**src/rtl/tap_defs.vh**
```
`ifndef TAP_DEFS_VH
`define TAP_DEFS_VH

// Controller state codes (standard boundary-scan graph)
`define ST_RESET 4'hF
`define ST_IDLE 4'hC
`define ST_SEL_DR 4'h7
`define ST_CAP_DR 4'h6
`define ST_SHF_DR 4'h2
`define ST_EX1_DR 4'h1
`define ST_PAU_DR 4'h3
`define ST_EX2_DR 4'h0
`define ST_UPD_DR 4'h5
`define ST_SEL_IR 4'h4
`define ST_CAP_IR 4'hE
`define ST_SHF_IR 4'hA
`define ST_EX1_IR 4'h9
`define ST_PAU_IR 4'hB
`define ST_EX2_IR 4'h8
`define ST_UPD_IR 4'hD

// Instruction codes and widths
`define IR_W 3
`define INS_EXTEST 3'h0
`define INS_IDCODE 3'h1
`define INS_SAMPLEZ 3'h2
`define INS_SAMPLE 3'h4
`define INS_BYPASS 3'h7
`define IR_CAPTURE 3'h1
`define ID_W 32
`define BSR_W 70

// Output FIFO geometry
`define FIFO_W 1
`define FIFO_D 8

`endif

```
**src/rtl/bit_fifo.v**
```verilog
`timescale 1ns/100ps
`include "tap_defs.vh"

module bit_fifo #(
    parameter WIDTH = `FIFO_W,
    parameter DEPTH = `FIFO_D,
    parameter AW = 3
) (
    // Clock and reset
    input wire clk,
    input wire resetn,
    input wire flush,
    // Fill side
    input wire in_valid,
    output wire in_ready,
    input wire [WIDTH-1:0] in_data,
    // Drain side
    output wire out_valid,
    input wire out_ready,
    output wire [WIDTH-1:0] out_data
);

reg [WIDTH-1:0] mem_r [0:DEPTH-1];
reg [AW-1:0] wp_r;
reg [AW-1:0] rp_r;
reg [AW:0] cnt_r;
wire push;
wire pop;
integer i;

// Honest full and empty from the occupancy count
assign in_ready = (cnt_r != DEPTH[AW:0]);
assign out_valid = (cnt_r != {(AW+1){1'b0}});
assign out_data = mem_r[rp_r];
assign push = in_valid && in_ready;
assign pop = out_valid && out_ready;

////////////////////////////////////////////////////////////////////////////////
// Storage and pointers; flush drops everything queued
always @(posedge clk or negedge resetn)
begin
    if (!resetn)
    begin
        wp_r <= {AW{1'b0}};
        rp_r <= {AW{1'b0}};
        cnt_r <= {(AW+1){1'b0}};
        for (i = 0; i < DEPTH; i = i + 1)
            mem_r[i] <= {WIDTH{1'b0}};
    end
    else if (flush)
    begin
        wp_r <= {AW{1'b0}};
        rp_r <= {AW{1'b0}};
        cnt_r <= {(AW+1){1'b0}};
    end
    else
    begin
        if (push)
        begin
            mem_r[wp_r] <= in_data;
            wp_r <= (wp_r == DEPTH[AW-1:0] - 1'b1) ? {AW{1'b0}} : wp_r + 1'b1;
        end
        if (pop)
            rp_r <= (rp_r == DEPTH[AW-1:0] - 1'b1) ? {AW{1'b0}} : rp_r + 1'b1;
        if (push && !pop)
            cnt_r <= cnt_r + 1'b1;
        else if (pop && !push)
            cnt_r <= cnt_r - 1'b1;
    end
end

endmodule

```
**src/rtl/tap_ctrl.v**
```verilog
`timescale 1ns/100ps
`include "tap_defs.vh"

// Summary of operation
// - Sixteen-state controller steers test registers
// - State steps on test clock rise, mode-select chooses
// - Power-up lands in test-logic-reset state
// - Five ones on mode-select force reset
// - Serial input sampled only in shift states
// - Serial output driven only in shift states
// - Reset loads identification instruction into register
// - Bypass captures zero, shifts one bit
// - Sample captures ring, outputs unchanged
// - Sample-Z captures ring, floats data outputs
module tap_ctrl #(
    parameter ID_VALUE = 32'h0000_0001, // Arbitrary identification value
    parameter BSR_LEN = `BSR_W
) (
    // System clock and reset
    input wire clk,
    input wire resetn,
    // Test port pins, asynchronous to clk
    input wire tck,
    input wire tms,
    input wire tdi,
    output reg tdo,
    output reg tdo_oe,
    // I/O ring levels to capture
    input wire [BSR_LEN-1:0] ring_in,
    // Data output control and status
    output reg dq_hiz_force,
    output reg [3:0] tap_state,
    output reg [`IR_W-1:0] ir_active
);

////////////////////////////////////////////////////////////////////////////////
// Pin synchronisers: two flops before any logic looks at the pins
reg [1:0] tck_s_r;
reg [1:0] tms_s_r;
reg [1:0] tdi_s_r;
reg tck_d_r;
wire tck_rise;

always @(posedge clk or negedge resetn)
begin
    if (!resetn)
    begin
        tck_s_r <= 2'h0;
        tms_s_r <= 2'h0;
        tdi_s_r <= 2'h0;
        tck_d_r <= 1'b0;
    end
    else
    begin
        tck_s_r <= {tck_s_r[0], tck};
        tms_s_r <= {tms_s_r[0], tms};
        tdi_s_r <= {tdi_s_r[0], tdi};
        tck_d_r <= tck_s_r[1];
    end
end

// One-cycle enable on each rising test clock edge
assign tck_rise = tck_s_r[1] && !tck_d_r;

////////////////////////////////////////////////////////////////////////////////
// Next-state graph
reg [3:0] st_r;
reg [3:0] st_nxt;

always @*
begin
    st_nxt = st_r;
    case (st_r)
        `ST_RESET: st_nxt = tms_s_r[1] ? `ST_RESET : `ST_IDLE;
        `ST_IDLE: st_nxt = tms_s_r[1] ? `ST_SEL_DR : `ST_IDLE;
        `ST_SEL_DR: st_nxt = tms_s_r[1] ? `ST_SEL_IR : `ST_CAP_DR;
        `ST_CAP_DR: st_nxt = tms_s_r[1] ? `ST_EX1_DR : `ST_SHF_DR;
        `ST_SHF_DR: st_nxt = tms_s_r[1] ? `ST_EX1_DR : `ST_SHF_DR;
        `ST_EX1_DR: st_nxt = tms_s_r[1] ? `ST_UPD_DR : `ST_PAU_DR;
        `ST_PAU_DR: st_nxt = tms_s_r[1] ? `ST_EX2_DR : `ST_PAU_DR;
        `ST_EX2_DR: st_nxt = tms_s_r[1] ? `ST_UPD_DR : `ST_SHF_DR;
        `ST_UPD_DR: st_nxt = tms_s_r[1] ? `ST_SEL_DR : `ST_IDLE;
        `ST_SEL_IR: st_nxt = tms_s_r[1] ? `ST_RESET : `ST_CAP_IR;
        `ST_CAP_IR: st_nxt = tms_s_r[1] ? `ST_EX1_IR : `ST_SHF_IR;
        `ST_SHF_IR: st_nxt = tms_s_r[1] ? `ST_EX1_IR : `ST_SHF_IR;
        `ST_EX1_IR: st_nxt = tms_s_r[1] ? `ST_UPD_IR : `ST_PAU_IR;
        `ST_PAU_IR: st_nxt = tms_s_r[1] ? `ST_EX2_IR : `ST_PAU_IR;
        `ST_EX2_IR: st_nxt = tms_s_r[1] ? `ST_UPD_IR : `ST_SHF_IR;
        `ST_UPD_IR: st_nxt = tms_s_r[1] ? `ST_SEL_DR : `ST_IDLE;
        default: st_nxt = `ST_RESET;
    endcase
end

// State register; moves only on a test clock rise
always @(posedge clk or negedge resetn)
begin
    if (!resetn)
        st_r <= `ST_RESET;
    else if (tck_rise)
        st_r <= st_nxt;
end

////////////////////////////////////////////////////////////////////////////////
// Instruction, bypass, identification and boundary registers
reg [`IR_W-1:0] ir_sh_r;
reg [`IR_W-1:0] ir_r;
reg byp_r;
reg [`ID_W-1:0] id_r;
reg [BSR_LEN-1:0] bsr_r;
reg [BSR_LEN-1:0] ring_s1_r;
reg [BSR_LEN-1:0] ring_s2_r;
wire in_shift;
wire sel_bsr;

assign in_shift = (st_r == `ST_SHF_DR) || (st_r == `ST_SHF_IR);
assign sel_bsr = (ir_r == `INS_SAMPLE) || (ir_r == `INS_SAMPLEZ) || (ir_r == `INS_EXTEST);

// Ring levels come from another domain, so they are synchronised too
always @(posedge clk or negedge resetn)
begin
    if (!resetn)
    begin
        ring_s1_r <= {BSR_LEN{1'b0}};
        ring_s2_r <= {BSR_LEN{1'b0}};
    end
    else
    begin
        ring_s1_r <= ring_in;
        ring_s2_r <= ring_s1_r;
    end
end

// Capture, shift and update; the serial input is read in shift states only
always @(posedge clk or negedge resetn)
begin
    if (!resetn)
    begin
        ir_sh_r <= `IR_CAPTURE;
        ir_r <= `INS_IDCODE;
        byp_r <= 1'b0;
        id_r <= ID_VALUE;
        bsr_r <= {BSR_LEN{1'b0}};
    end
    else if (tck_rise)
    begin
        case (st_r)
            `ST_RESET:
                ir_r <= `INS_IDCODE;
            `ST_CAP_IR:
                ir_sh_r <= `IR_CAPTURE;
            `ST_SHF_IR:
                ir_sh_r <= {tdi_s_r[1], ir_sh_r[`IR_W-1:1]};
            `ST_UPD_IR:
                ir_r <= ir_sh_r;
            `ST_CAP_DR:
            begin
                if (ir_r == `INS_IDCODE)
                    id_r <= ID_VALUE;
                else if (sel_bsr)
                    bsr_r <= ring_s2_r;
                else
                    byp_r <= 1'b0;
            end
            `ST_SHF_DR:
            begin
                if (ir_r == `INS_IDCODE)
                    id_r <= {tdi_s_r[1], id_r[`ID_W-1:1]};
                else if (sel_bsr)
                    bsr_r <= {tdi_s_r[1], bsr_r[BSR_LEN-1:1]};
                else
                    byp_r <= tdi_s_r[1];
            end
            default:
                ir_r <= ir_r;
        endcase
        // Entering the reset state restores the id instruction at once, so a
        // sample-Z float cannot outlive a forced reset by a test clock
        if (st_nxt == `ST_RESET)
            ir_r <= `INS_IDCODE;
    end
end

////////////////////////////////////////////////////////////////////////////////
// Output bits queue in a FIFO; the pin side drains one per falling-edge slot
reg tck_fall_r;
reg sel_bit;
wire fifo_in_ready;
wire fifo_out_valid;
wire [`FIFO_W-1:0] fifo_out;

always @*
begin
    if (st_r == `ST_SHF_IR)
        sel_bit = ir_sh_r[0];
    else if (ir_r == `INS_IDCODE)
        sel_bit = id_r[0];
    else if (sel_bsr)
        sel_bit = bsr_r[0];
    else
        sel_bit = byp_r;
end

// Falling edge of the test clock launches the next output bit
always @(posedge clk or negedge resetn)
begin
    if (!resetn)
        tck_fall_r <= 1'b0;
    else
        tck_fall_r <= !tck_s_r[1] && tck_d_r;
end

// Queue a bit at each rise while in a shift state; a bit is dropped, not held, if the pin side lags, and leaving shift flushes what is queued
bit_fifo #(
    .WIDTH(`FIFO_W),
    .DEPTH(`FIFO_D),
    .AW(3)
) u_fifo (
    .clk(clk),
    .resetn(resetn),
    .flush(!in_shift),
    .in_valid(tck_rise && in_shift),
    .in_ready(fifo_in_ready),
    .in_data(sel_bit),
    .out_valid(fifo_out_valid),
    .out_ready(tck_fall_r),
    .out_data(fifo_out)
);

// Pin drivers and status; the data outputs float under the sample-Z instruction
always @(posedge clk or negedge resetn)
begin
    if (!resetn)
    begin
        tdo <= 1'b0;
        tdo_oe <= 1'b0;
        dq_hiz_force <= 1'b0;
        tap_state <= `ST_RESET;
        ir_active <= `INS_IDCODE;
    end
    else
    begin
        tdo_oe <= in_shift;
        if (!in_shift)
            tdo <= 1'b0;
        else if (tck_fall_r && fifo_out_valid)
            tdo <= fifo_out[0];
        else if (!fifo_out_valid && fifo_in_ready)
            tdo <= sel_bit;
        dq_hiz_force <= (ir_r == `INS_SAMPLEZ);
        tap_state <= st_r;
        ir_active <= ir_r;
    end
end

endmodule

```
**config.mk**
```make
export PLATFORM = sky130hd
export DESIGN_NAME = tap_ctrl
export DESIGN_NICKNAME = d
export VERILOG_FILES = /design/src/rtl/bit_fifo.v /design/src/rtl/tap_ctrl.v
export VERILOG_INCLUDE_DIRS = /design/src /design/src/rtl
export SDC_FILE = /design/constraint.sdc
export NUM_CORES = 1
export LEC_CHECK = 0
export BUFFER_PORTS_ARGS = -buffer_cell sky130_fd_sc_hd__buf_2
export CORE_MARGIN = 2
export CORE_UTILIZATION = 45
export CTS_CLUSTER_SIZE = 40
export DETAILED_ROUTE_END_ITERATION = 10
export PLACE_DENSITY = 0.7
export SLEW_MARGIN = 20
export SYNTH_ARGS = -nofsm -noshare
export SYNTH_HDL_FRONTEND = slang
export SYNTH_HIERARCHICAL = 1
export SYNTH_SLANG_ARGS = --single-unit
```
**constraint.sdc**
```tcl
create_clock -name clk -period 5 [get_ports clk]
set_clock_uncertainty 0.15 [all_clocks]
set_input_delay 0.5 -clock clk [delete_from_list [all_inputs] [get_ports clk]]
set_output_delay 0.5 -clock clk [all_outputs]
set_load 0.02 [all_outputs]
```
== After elaboration in Yosys (flattened, before gate mapping) ==
Cells that the tools add are included.

* $lt $le $gt $ge: 3
* Add/sub/neg operators: 4
* Multiplexer cells: 50
* Bitwise logic cells: 2
* Reductions and logical operators: 32
* Equality and inequality tests: 34

{| class="wikitable"
|+ Operator list
! cell !! number
|-
| $mux 70 || 4
|-
| $pmux 70 s2 || 1
|-
| $mux 32 || 2
|-
| $pmux 32 s2 || 1
|-
| $pmux 4 s12 || 1
|-
| $eq 4x4->1 const B || 9
|-
| $mux 3 || 11
|-
| $eq 4x3->1 const B || 4
|-
| $mux 4 || 4
|-
| $mux 1 || 14
|-
| $ne 2x2->1 const B || 7
|-
| $mux 2 || 6
|-
| $pmux 3 s2 || 2
|-
| $reduce_and 6->1 || 2
|-
| $eq 3x3->1 const B || 3
|-
| $logic_and 1x1->1 || 9
|-
| $bwmux 8 || 1
|-
| $eq 4x2->1 const B || 2
|-
| $ge 4x4->1 const B || 2
|-
| $not 3->4 || 2
|-
| $add 3x1->3 const B || 2
|-
| $ne 2x1->1 const B || 3
|-
| $ne 3x1->1 const B || 2
|-
| $reduce_and 2->1 || 3
|-
| other kinds (20) || 28
|}

* Register bits: 289
* Word-level logic and storage cells: 154
* Input bits: 75

== Depth between registers and ports, before layout ==
Gate-level depths: netlist of run 1.

* Word-level depth: 9
* Depth in mapped cells: 11

== Cells and area by module ==
Netlist of run 1, hierarchy kept.

{| class="wikitable"
|+ Modules (own cells, without submodules)
! module !! area an instance (um2) !! cells an instance !! instances
|-
| tap_ctrl || 9187.6 || 691 || 1
|-
| bit_fifo || 1106.1 || 103 || 1
|}

== Worst setup path after synthesis of run 1 ==
OpenSTA, ideal clock, no wires.

* Kind: reg2reg
* Start point: reg st_r[1]
* End point: reg u_fifo.cnt_r[3]
* Required time: 4.713 ns
* Setup slack: 2.298 ns
* Cell stages (with the launch flop): 12
* Period minus slack after synthesis: 2.702 ns
* Buffers on the path: 1
* Arrival: 2.416 ns
* Cell sequence: dfstp_2 > nand2b_4 > nor2_8 > inv_2 > nor2_1 > clkbuf_1 > nand3_1 > ha_1 > a211oi_1 > o221ai_1 > o311ai_0 > a31oi_1

* Cells in the longest elaborated chain, start to end: 7
* Elaborated cells on any way between the ends: 11
* Those cells by class: 3 x eq/ne; 2 x mux; 6 x reduce/logical

{| class="wikitable"
|+ RTL lines
! what !! RTL line !! text
|-
| start: declaration || tap_ctrl.v:67 || <nowiki>reg [3:0] st_r;</nowiki>
|-
| start signal: assignment || tap_ctrl.v:98 || <nowiki>st_r <= `ST_RESET;</nowiki>
|-
| start signal: assignment || tap_ctrl.v:100 || <nowiki>st_r <= st_nxt;</nowiki>
|-
| $eq 4x2->1 / $eq 4x4->1 (equally long branches) || -- ||
|-
| $logic_or 1x1->1 (*) || tap_ctrl.v:115 || <nowiki>assign in_shift = (st_r == `ST_SHF_DR) || (st_r == `ST_SHF_IR);</nowiki>
|-
| named net in_shift || tap_ctrl.v:112 || <nowiki>wire in_shift;</nowiki>
|-
| $logic_and 1x1->1 || tap_ctrl.v:221 || <nowiki>.in_valid(tck_rise && in_shift),</nowiki>
|-
| $logic_and 1x1->1 || bit_fifo.v:35 || <nowiki>assign push = in_valid && in_ready;</nowiki>
|-
| $logic_not 1->1 / $logic_and 1x1->1 (equally long branches) || bit_fifo.v:67, bit_fifo.v:65 ||
|-
| $logic_and 1x1->1 / $mux 4 (equally long branches) || bit_fifo.v:67, bit_fifo.v:65 ||
|-
| $ne 3x1->1 (no source line) / $mux 4 (equally long branches) || -- ||
|-
| end signal: assignment || bit_fifo.v:46 || <nowiki>cnt_r <= {(AW+1){1'b0}};</nowiki>
|-
| end signal: assignment || bit_fifo.v:66 || <nowiki>cnt_r <= cnt_r + 1'b1;</nowiki>
|-
| end signal: assignment || bit_fifo.v:68 || <nowiki>cnt_r <= cnt_r - 1'b1;</nowiki>
|-
| end: declaration || bit_fifo.v:26 || <nowiki>reg [AW:0] cnt_r;</nowiki>
|}

Mark *: on every way through the listed nets, which the timed path passes. The rest lies on a longest branch.
A chain may end at the register's enable or synchronous reset.

== Worst setup path after layout of run 1 ==
Ends and elaborated chain as after synthesis.

==> results of run 1 <==
registers in the layout, indices dropped and copies added (netlist names), 4 cells and up:
register      count
bsr_r            70
id_r             32
ring_s1_r        70
ring_s2_r        70
st_r              4
tap_state         4
u_fifo/cnt_r      4
u_fifo/mem_r      8
layout by cell type, fill, tap and decap left out, drive strengths merged, types with 4 or more instances in the layout:
cell type,synthesis,routed
o21ai,113,113
clkinv,0,6
dfstp,12,12
inv,8,9
dlygate4sd3,0,74
bufinv,0,5
nor3,4,4
nand2,158,158
clkbuf,17,37
clkinvlp,0,5
a21oi,15,15
ha,6,6
buf,24,90
nand3,8,8
dfrtp,277,277
nand3b,5,5
nor2,20,20
mux2i,71,71
mux2,12,12
nand2b,6,6
worst max path at each step:
| stage | slack [ns] | endpoint |
|---|---|---|
| detailed placement | 1.83 | u_fifo/cnt_r[3] |
| floorplan | 2.30 | u_fifo/cnt_r[3] |
| global placement | 1.93 | u_fifo/cnt_r[3] |
| finish | 1.79 | u_fifo/cnt_r[3] |
| CTS | 1.82 | u_fifo/cnt_r[3] |
| global route | 1.55 | u_fifo/cnt_r[3] |
cell type report:
cell class	instances	share of cell area
Clock buffer	37	0.06345
Sequential cell	289	0.5706
Timing Repair Buffer	164	0.09773
Tap cell	285	0.02808
Clock inverter	17	0.01901
Inverter	8	0.002365
Multi-Input combinational cell	456	0.2187
per-layer routing:
metal  up-vias  global-route usage
met4         0             0.04500
li1       2994                   -
met2       108              0.2483
met1      2961              0.2120
met3        32             0.02758
met5         -                   0
power by group:
part / internal [µW] / switching [µW] / total [µW]
Sequential: 2670 / 200 / 2870
Clock: 1410 / 909 / 2320
Combinational: 252 / 315 / 567
metrics by stage:
step / area [µm²] / setup slack [ns] / hold slack [ns] / std cells
3_5_place_dp: 10910 / 1.825 / 0.1847 / 1128
3_3_place_gp: 10910 / 1.930 / 0.1820 / 1128
6_report: 12700 / 1.787 / 0.1914 / 1256
4_1_cts: 12700 / 1.822 / 0.1949 / 1256
5_1_grt: 12700 / 1.547 / 0.2006 / 1256
2_1_floorplan: 10290 / 2.298 / 0.05441 / 794
cell families (layout without fill, tap and decap cells):
kind of cell / count (synthesis) / count (layout)
DFF: 289 / 289
and+or+nand+nor: 217 / 217
AOI/OAI and AO/OA: 145 / 145
muxes: 85 / 85
buffers and inverters: 49 / 226
adders and majority gates: 7 / 7
xor gates and xnor gates: 2 / 2
==> impl_metrics.env, run 1 <==
export IMPL_synthCells=794
export IMPL_synth_edf_count=0
export IMPL_worst_pin_slew_ns=0.9263
export IMPL_yosys_warnings=6
export IMPL_core_region_area_um2=22570
export IMPL_hp_start="ring_s1_r[39]"
export IMPL_die_area_um2=24100
export IMPL_finalWeightedCongestion=0.7520
export IMPL_drive_above_1_share=0.1854
export IMPL_peakVddDrop_v=0.0003199
export IMPL_power_density_nw_per_um2=453.1
export IMPL_synth_seq_area_share=0.7040
export IMPL_crit_path_end_kind="flop"
export IMPL_cts_buffers=29
export IMPL_grt_total_usage=0.1525
export IMPL_worstSkewPairLatency_ns=0.56
export IMPL_path_cells="nand2b_4 -> nor2_8 -> inv_2 -> nor2_1 -> nand3_1 -> ha_1 -> a211oi_1 -> o221ai_1 -> o311ai_0 -> a31oi_1"
export IMPL_async_reset_ff_frac=1.000
export IMPL_clock_sinks=289
export IMPL_hold_viol=0
export IMPL_finalPower_uw=5755
export IMPL_postCtsHoldBufs=74
export IMPL_rsz0062_at_grt="no"
export IMPL_drt_antenna_violating_nets=0
export IMPL_die_height_um=155.2
export IMPL_path_clk_slew_ns=0.06
export IMPL_finalMaxSlewViolations=0
export IMPL_cp_arrival_ns=3.48
export IMPL_crit_type="flop to flop"
export IMPL_vias=6095
export IMPL_grt_pass1_wl_mm=30.31
export IMPL_synth_top_family_by_area="simple AND/OR/NAND/NOR gates"
export IMPL_crit_buf_inv=1
export IMPL_area_growth_pct=23.37
export IMPL_synth_compound_area_frac=0.07633
export IMPL_regArea_um2=7247
export IMPL_required_ns=5.27
export IMPL_ys_top_cells_by_area="dfrtp_1 67%, mux2i_1 6.9%, nand2_1 5.8%"
export IMPL_setup_violations=0
export IMPL_dr_first_iter_drc_count=314
export IMPL_rr_endpoint="u_fifo/cnt_r[3]"
export IMPL_finalCritPeriodShare=0.6426
export IMPL_drc=0
export IMPL_grt_pass1_vias=6286
export IMPL_path_max_fanout=16
export IMPL_rr_worst_depth=10
export IMPL_yosys_area_share_simple=0.09530
export IMPL_fp_row_count=55
export IMPL_synthFlopType="dfrtp_1"
export IMPL_wl_met3_um=740
export IMPL_cp_depth=10
export IMPL_avgSynthCellArea_um2=12.96
export IMPL_slowest_stage="dfstp_2"
export IMPL_num_antenna_cells=0
export IMPL_n_fill_cell=1782
export IMPL_max_cap_violations=0
export IMPL_start_util=0.4560
export IMPL_critical_path_startpoint="st_r[1]"
export IMPL_syn_cell_area_um2=10290
export IMPL_status="finished clean"
export IMPL_post_cts_buffers=0
export IMPL_via_per_inst=4.853
export IMPL_root_buffer="clkbuf_16"
export IMPL_clock_fmax_mhz=311.3
export IMPL_wirelength_mm=17.63
export IMPL_crit_family="simple AND/OR/NAND/NOR gates"
export IMPL_synthMuxAreaShare=0.08654
export IMPL_reg2reg_slack_ns=1.79
export IMPL_die_w_um=155.2
export IMPL_port_buffers=84
export IMPL_drt_first_pass_iters=5
export IMPL_wl_met2_mm=8.325
export IMPL_crit_reg2reg_launch="st_r[1]"
export IMPL_holdPathEnd="ring_s2_r[39]"
export IMPL_cts_tree="built"
export IMPL_power_leakage_uw=0.005624
export IMPL_h_tree_depth=1
export IMPL_wl_met1_mm=8.165
export IMPL_grt_overflow_total=0
export IMPL_top_layer_used="met4"
export IMPL_clockBufferDepth=3
export IMPL_wl_per_cell_um=14.03
export IMPL_cts_resized=0
export IMPL_max_stage_delay_ns=0.62
export IMPL_fin_tns_setup_ns=0
export IMPL_hpwl_mm=9.964
export IMPL_syn_nets=876
export IMPL_multi_input_area_um2=2778
export IMPL_critPathLaunchType="flop"
export IMPL_final_util=0.5626
export IMPL_io_pins=85
export IMPL_yosys_area_share_adder=0.009238
export IMPL_synth_top_cell_area_share=0.6734
export IMPL_yosysMostFrequentCell="dfrtp_1"
export IMPL_fin_crit_ns=3.213
export IMPL_antenna_found_initial=0
export IMPL_worstHoldPathType="flop to flop"
export IMPL_nets=1030
export IMPL_yosysUniqueCellTypes=52
export IMPL_synthXorXnorAreaFrac=0.001702
export IMPL_slew_headroom=0.3825
export IMPL_grt_max_degree=128
export IMPL_synth_common_cells="277 x dfrtp_1, 158 x nand2_1, 79 x o21ai_1, 71 x mux2i_1, 34 x o21ai_0"
export IMPL_synth_top_cell_by_area="dfrtp_1"
export IMPL_worstHoldPathCells=0
export IMPL_synth_seq_cells=289
Note: power is estimated with default switching activity, not from simulation.
==> run 2: changes to the inputs <==
--- a/config.mk
+++ b/config.mk
@@ -6,6 +6,7 @@
 export SDC_FILE = /design/constraint.sdc
 export NUM_CORES = 1
 export LEC_CHECK = 0
+export ABC_AREA = 1
 export BUFFER_PORTS_ARGS = -buffer_cell sky130_fd_sc_hd__buf_2
 export CORE_MARGIN = 2
 export CORE_UTILIZATION = 45
==> constraint.sdc (replaced) <==
create_clock -name clk -period 3.18 [get_ports clk]
set_clock_uncertainty 0.15 [all_clocks]
set_input_delay 0.318 -clock clk [delete_from_list [all_inputs] [get_ports clk]]
set_output_delay 0.318 -clock clk [all_outputs]
set_load 0.02 [all_outputs]
==> impl_metrics.env, run 2 <==
export IMPL_clock_sinks=289
export IMPL_combPwrFrac=0.161
export IMPL_num_antenna_cells=0
export IMPL_seqPwrFrac=0.482
export IMPL_power_leakage_uw=0.005945
export IMPL_post_cts_buffers=0
export IMPL_cts_tree="built"
export IMPL_cts_buffers=29
export IMPL_final_common_cell="dfrtp_1"
export IMPL_yosysMostFrequentCell="dfrtp_1"
export IMPL_port_buffers=84
export IMPL_via_per_inst=4.961
export IMPL_finalWeightedCongestion=0.7978
export IMPL_fp_row_count=55
export IMPL_design_area_um2=12730
export IMPL_worstSkewPairLatency_ns=0.55
export IMPL_die_height_um=155.2
export IMPL_drive_above_1_share=0.1828
export IMPL_path_max_fanout=8
export IMPL_status="finished clean"
export IMPL_worstHoldPathType="flop to flop"
export IMPL_grt_pass1_wl_mm=32.40
export IMPL_finalCritPeriodShare=0.8134
export IMPL_hpwl_mm=10.46
export IMPL_wirelength_mm=18.63
export IMPL_hold_viol=0
export IMPL_grt_pass1_vias=6668
export IMPL_core_region_area_um2=22570
export IMPL_ys_top_cells_by_area="dfrtp_1 67%, nand2_1 7.4%, a2bb2oi_1 5.3%"
export IMPL_sw_frac_of_total=0.2660
export IMPL_regArea_um2=7247
export IMPL_rsz0062_at_grt="no"
export IMPL_fin_tns_setup_ns=0
export IMPL_power_density_nw_per_um2=775.8
export IMPL_h_tree_depth=1
export IMPL_cts_resized=0
export IMPL_die_area_um2=24090
export IMPL_top_regs="bsr_r: 70 flops, ring_s1_r: 70 flops, ring_s2_r: 70 flops"
export IMPL_finalMaxSlewViolations=0
export IMPL_final_cell_mix="277 x dfrtp_1, 204 x nand2_1, 83 x buf_2"
export IMPL_postCtsHoldBufs=74
export IMPL_syn_nets=943
export IMPL_fin_crit_ns=2.587
export IMPL_start_util=0.4559
export IMPL_switchingPower_uw=2627
export IMPL_worst_pin_slew_ns=0.7700
export IMPL_slowest_stage="dfstp_2"
export IMPL_synth_seq_cells=289
export IMPL_grt_overflow_total=0
export IMPL_crit_buf_inv=1
export IMPL_synthFlopType="dfrtp_1"
export IMPL_drt_first_pass_iters=5
export IMPL_crit_type="flop to flop"
export IMPL_die_w_um=155.2
export IMPL_clock_fmax_mhz=386.6
export IMPL_path_cells="nand2_2 -> nor2_1 -> inv_1 -> nor2_1 -> nand3_4 -> ha_1 -> a21o_1 -> a21oi_1 -> nand3_1 -> nand3_1 -> nand2_1"
export IMPL_max_cap_violations=0
export IMPL_n_fill_cell=1833
export IMPL_slew_headroom=0.4866
export IMPL_grt_max_degree=97
export IMPL_critPathLaunchType="flop"
export IMPL_max_stage_delay_ns=0.61
export IMPL_drt_antenna_violating_nets=0
export IMPL_required_ns=3.47
export IMPL_async_reset_ff_frac=1.000
export IMPL_area_growth_pct=23.71
export IMPL_crit_family="simple AND/OR/NAND/NOR gates"
export IMPL_synth_top_cell_area_share=0.6736
export IMPL_cp_arrival_ns=2.88
export IMPL_synth_seq_area_share=0.7043
export IMPL_vias=6598
export IMPL_drc=0
export IMPL_synthCells=861
export IMPL_dr_first_iter_drc_count=467
export IMPL_yosysUniqueCellTypes=39
export IMPL_multi_input_area_um2=2661
export IMPL_yosys_warnings=6
export IMPL_grt_total_usage=0.1616
export IMPL_antenna_found_initial=0
export IMPL_synth_edf_count=0
export IMPL_nets=1104
export IMPL_clockBufferDepth=3
export IMPL_synth_common_cells="277 x dfrtp_1, 204 x nand2_1, 73 x a21oi_1, 62 x a2bb2oi_1, 50 x nand3_1"
export IMPL_final_util=0.5640
export IMPL_root_buffer="clkbuf_16"
export IMPL_finalPower_uw=9875
export IMPL_dpl_cell_area_um2=10970
export IMPL_avgSynthCellArea_um2=11.95
export IMPL_setup_violations=0
export IMPL_synth_top_cell_by_area="dfrtp_1"
export IMPL_peakVddDrop_v=0.0005212
export IMPL_syn_cell_area_um2=10290
export IMPL_p_int_uw=7249
export IMPL_path_clk_slew_ns=0.07
export IMPL_crit_path_end_kind="flop"
export IMPL_wl_per_cell_um=14.00
export IMPL_io_pins=85
export IMPL_clock_power_share=0.357
run 2: stage by stage:
stage / hold slack (ns) / instances / setup slack (ns)
finish: 0.1899 / 1330 / 0.5933
global route: 0.1979 / 1330 / 0.3657
CTS: 0.1922 / 1330 / 0.5934
detailed placement: 0.1847 / 1202 / 0.5927
global placement: 0.1826 / 1202 / 0.6852
floorplan: -0.1276 / 861 / 0.8096
run 2: routing by layer:
layer / GRT usage / vias up / routed length, µm
li1: - / 3188 / -
met1: 0.2312 / 3256 / 8566
met2: 0.2590 / 124 / 8868
met3: 0.02897 / 30 / 787
met4: 0.04238 / 0 / 403
met5: 0 / - / 0
run 2: layout make-up:
type / count / area share
flip-flops and latches: 289 / 0.5693
multi-input cells: 493 / 0.2091
clock inverters: 9 / 0.01062
clock buffers: 45 / 0.06959
inverters: 41 / 0.01258
repair buffers: 168 / 0.1008
well taps: 285 / 0.02801
run 2: logic make-up (layout without fill, tap and decap cells):
logic type / after synthesis / count (layout) / share of synthesized area
buffers and inverters: 79 / 263 / 0.03709
AO/OA/AOI/OAI: 183 / 183 / 0.1212
AND/OR/NAND/NOR: 302 / 302 / 0.1273
adder cells (fa/ha/maj): 7 / 7 / 0.009241
XOR/XNOR: 1 / 1 / 0.0008513
flip-flops: 289 / 289 / 0.7043
run 2: worst paths after layout:
| path | from | end | slack [ns] | cells after the start |
|---|---|---|---|---|
| worst min register to register | ring_s1_r[28] | ring_s2_r[28] | 0.19 | 0 |
| worst max-delay path | st_r[1] | u_fifo/cnt_r[3] | 0.59 | 11 |
| min in group asynchronous | resetn | ring_s1_r[12] | 0.23 | 2 |
| worst min-delay path | ring_s1_r[28] | ring_s2_r[28] | 0.19 | 0 |
| worst max register to register | st_r[1] | u_fifo/cnt_r[3] | 0.59 | 11 |
| max in group asynchronous | resetn | tap_state[3] | 1.74 | 3 |
run 2: power by group through the flow:
stage | Combinational [µW] | Clock, µW | Sequential, µW
final | 1590 | 3530 | 4760
after global routing | 1790 | 3780 | 4840
after CTS | 1610 | 3600 | 4760
after detailed placement | 1540 | 0 | 4800
after global placement | 1480 | 0 | 4800
after floorplan | 1140 | 0 | 4740
==> run 3: changes to the inputs <==
--- a/config.mk
+++ b/config.mk
@@ -6,13 +6,13 @@
 export SDC_FILE = /design/constraint.sdc
 export NUM_CORES = 1
 export LEC_CHECK = 0
-export ABC_AREA = 1
+export ABC_AREA = 0
 export BUFFER_PORTS_ARGS = -buffer_cell sky130_fd_sc_hd__buf_2
 export CORE_MARGIN = 2
 export CORE_UTILIZATION = 45
 export CTS_CLUSTER_SIZE = 40
 export DETAILED_ROUTE_END_ITERATION = 10
-export PLACE_DENSITY = 0.7
+export PLACE_DENSITY = 0.72
 export SLEW_MARGIN = 20
 export SYNTH_ARGS = -nofsm -noshare
 export SYNTH_HDL_FRONTEND = slang
==> constraint.sdc (replaced) <==
create_clock -name clk -period 2.22 [get_ports clk]
set_clock_uncertainty 0.15 [all_clocks]
set_input_delay 0.222 -clock clk [delete_from_list [all_inputs] [get_ports clk]]
set_output_delay 0.222 -clock clk [all_outputs]
set_load 0.02 [all_outputs]
==> impl_metrics.env, run 3 (synthesized netlist as in run 1, its figures left out) <==
export IMPL_root_buffer="clkbuf_16"
export IMPL_crit_type="flop to flop"
export IMPL_final_common_cell="dfrtp_1"
export IMPL_worst_pin_slew_ns=0.5111
export IMPL_final_util=0.5780
export IMPL_rsz0062_at_grt="yes"
export IMPL_clock_fmax_mhz=432.2
export IMPL_area_growth_pct=26.75
export IMPL_finalWeightedCongestion=0.7498
export IMPL_dr_first_iter_drc_count=251
export IMPL_final_cell_mix="277 x dfrtp_1, 156 x nand2_1, 83 x buf_2"
export IMPL_fin_crit_ns=2.314
export IMPL_grt_overflow_total=0
export IMPL_drc=0
export IMPL_peakVddDrop_v=0.0007495
export IMPL_path_max_fanout=4
export IMPL_vias=6196
export IMPL_violations="negative setup slack"
export IMPL_finalCritPeriodShare=1.042
export IMPL_max_stage_delay_ns=0.56
export IMPL_hpwl_mm=10.49
export IMPL_drt_first_pass_iters=4
export IMPL_power_leakage_uw=0.005794
export IMPL_design_area_um2=13050
export IMPL_place_ws_ns=-0.1085
export IMPL_grt_pass1_wl_mm=30.81
export IMPL_drive_above_1_share=0.2221
export IMPL_start_util=0.4560
export IMPL_setup_violations=5
export IMPL_clock_sinks=289
export IMPL_regArea_um2=7247
export IMPL_reg2reg_slack_ns=-0.09
export IMPL_critPathLaunchType="flop"
export IMPL_fin_tns_setup_ns=-0.3284
export IMPL_required_ns=2.48
export IMPL_power_density_nw_per_um2=963.2
export IMPL_slowest_stage="or4b_4"
export IMPL_port_buffers=84
export IMPL_die_area_um2=24100
export IMPL_fin_ws_ns=-0.09377
export IMPL_slew_headroom=0.6593
export IMPL_grt_total_usage=0.1556
export IMPL_worstHoldPathType="input pin to async pin"
export IMPL_n_fill_cell=1785
export IMPL_h_tree_depth=1
export IMPL_cts_tree="built"
export IMPL_num_antenna_cells=0
export IMPL_via_per_inst=4.807
export IMPL_cts_buffers=28
export IMPL_io_pins=85
export IMPL_antenna_found_initial=0
export IMPL_path_clk_slew_ns=0.06
export IMPL_worstSkewPairLatency_ns=0.54
export IMPL_cp_arrival_ns=2.57
export IMPL_clockBufferDepth=3
export IMPL_nets=1067
export IMPL_wl_per_cell_um=14.05
export IMPL_core_region_area_um2=22570
export IMPL_dpl_cell_area_um2=11280
export IMPL_finalMaxSlewViolations=0
export IMPL_drt_antenna_violating_nets=0
export IMPL_max_cap_violations=0
export IMPL_crit_path_end_kind="flop"
export IMPL_fp_row_count=55
export IMPL_wirelength_mm=18.11
export IMPL_hold_viol=0
export IMPL_top_regs="bsr_r: 70 flops, ring_s1_r: 70 flops, ring_s2_r: 70 flops"
export IMPL_die_w_um=155.2
export IMPL_status="finished, violations left"
export IMPL_multi_input_area_um2=2913
export IMPL_path_cells="nand2b_4 -> nor2_8 -> inv_6 -> nor2_4 -> inv_2 -> or4b_4 -> nor3b_2 -> mux2_4"
export IMPL_crit_buf_inv=2
export IMPL_grt_max_degree=83
export IMPL_grt_pass1_vias=6241
export IMPL_crit_family="simple AND/OR/NAND/NOR gates"
export IMPL_die_height_um=155.2
## run 3: changes by cell type in the layout (fill, tap and decap cells not counted), sizes merged, moves of 11 or more
| cell | delta |
|---|---|
| mux2i | +71 |
| nand3 | -43 |
| nand2 | -58 |
| buf | +34 |
| a2bb2oi | -67 |
| nor2 | -11 |
| inv | -31 |
| mux2 | +12 |
| a21oi | -60 |
| o21ai | +81 |
## run 3: per-layer routing
| metal | vias to the layer above | track usage | wire, µm |
|---|---|---|---|
| met5 | - | 0 | 0 |
| li1 | 3055 | - | - |
| met2 | 108 | 0.2571 | 8986 |
| met4 | 0 | 0.03844 | 342 |
| met1 | 3007 | 0.2168 | 8097 |
| met3 | 26 | 0.02786 | 678 |
## run 3: layout make-up
class,count,area share
inverters,8,0.002685
multi-input cells,456,0.2232
well taps,285,0.02733
repair buffers,202,0.1211
clock buffers,39,0.05917
clock inverters,10,0.01103
flip-flops and latches,289,0.5554
## run 3: where the power goes
group	internal (µW)	switching [µW]	leakage [µW]
combinational	682	792	0.00176
clock	2770	1900	0.000438
sequential	6020	402	0.00360
total	9470	3100	0.00579
## run 3: repair_timing
item                       in CTS  in global routing
hold buffers                   74                  0
setup endpoints to repair       5                 10
hold endpoints to repair      350                  0
buffers inserted                0                  4
resized for setup               7                 10
pin swaps                       4                  8
## run 3: worst paths after layout
path | from | cells after the start | endpoint
min reg2reg | ring_s1_r[5] | 0 | ring_s2_r[5]
max reg2reg | st_r[1] | 8 | u_fifo/mem_r[3]
max | st_r[1] | 8 | u_fifo/mem_r[3]
min in group clk | ring_in[7] | 2 | ring_s1_r[7]
min | resetn | 2 | ring_s2_r[44]
max in group asynchronous | resetn | 3 | ring_s1_r[11]
## run 3: per-stage QoR
stage | hold WS, ns | cells | total power (µW)
floorplan | -0.2236 | 794 | 7280
global placement | 0.05130 | 1162 | 7786
detailed placement | 0.05330 | 1162 | 7857
CTS | 0.08290 | 1285 | 12660
global route | 0.1174 | 1289 | 13230
finish | 0.07485 | 1289 | 12570
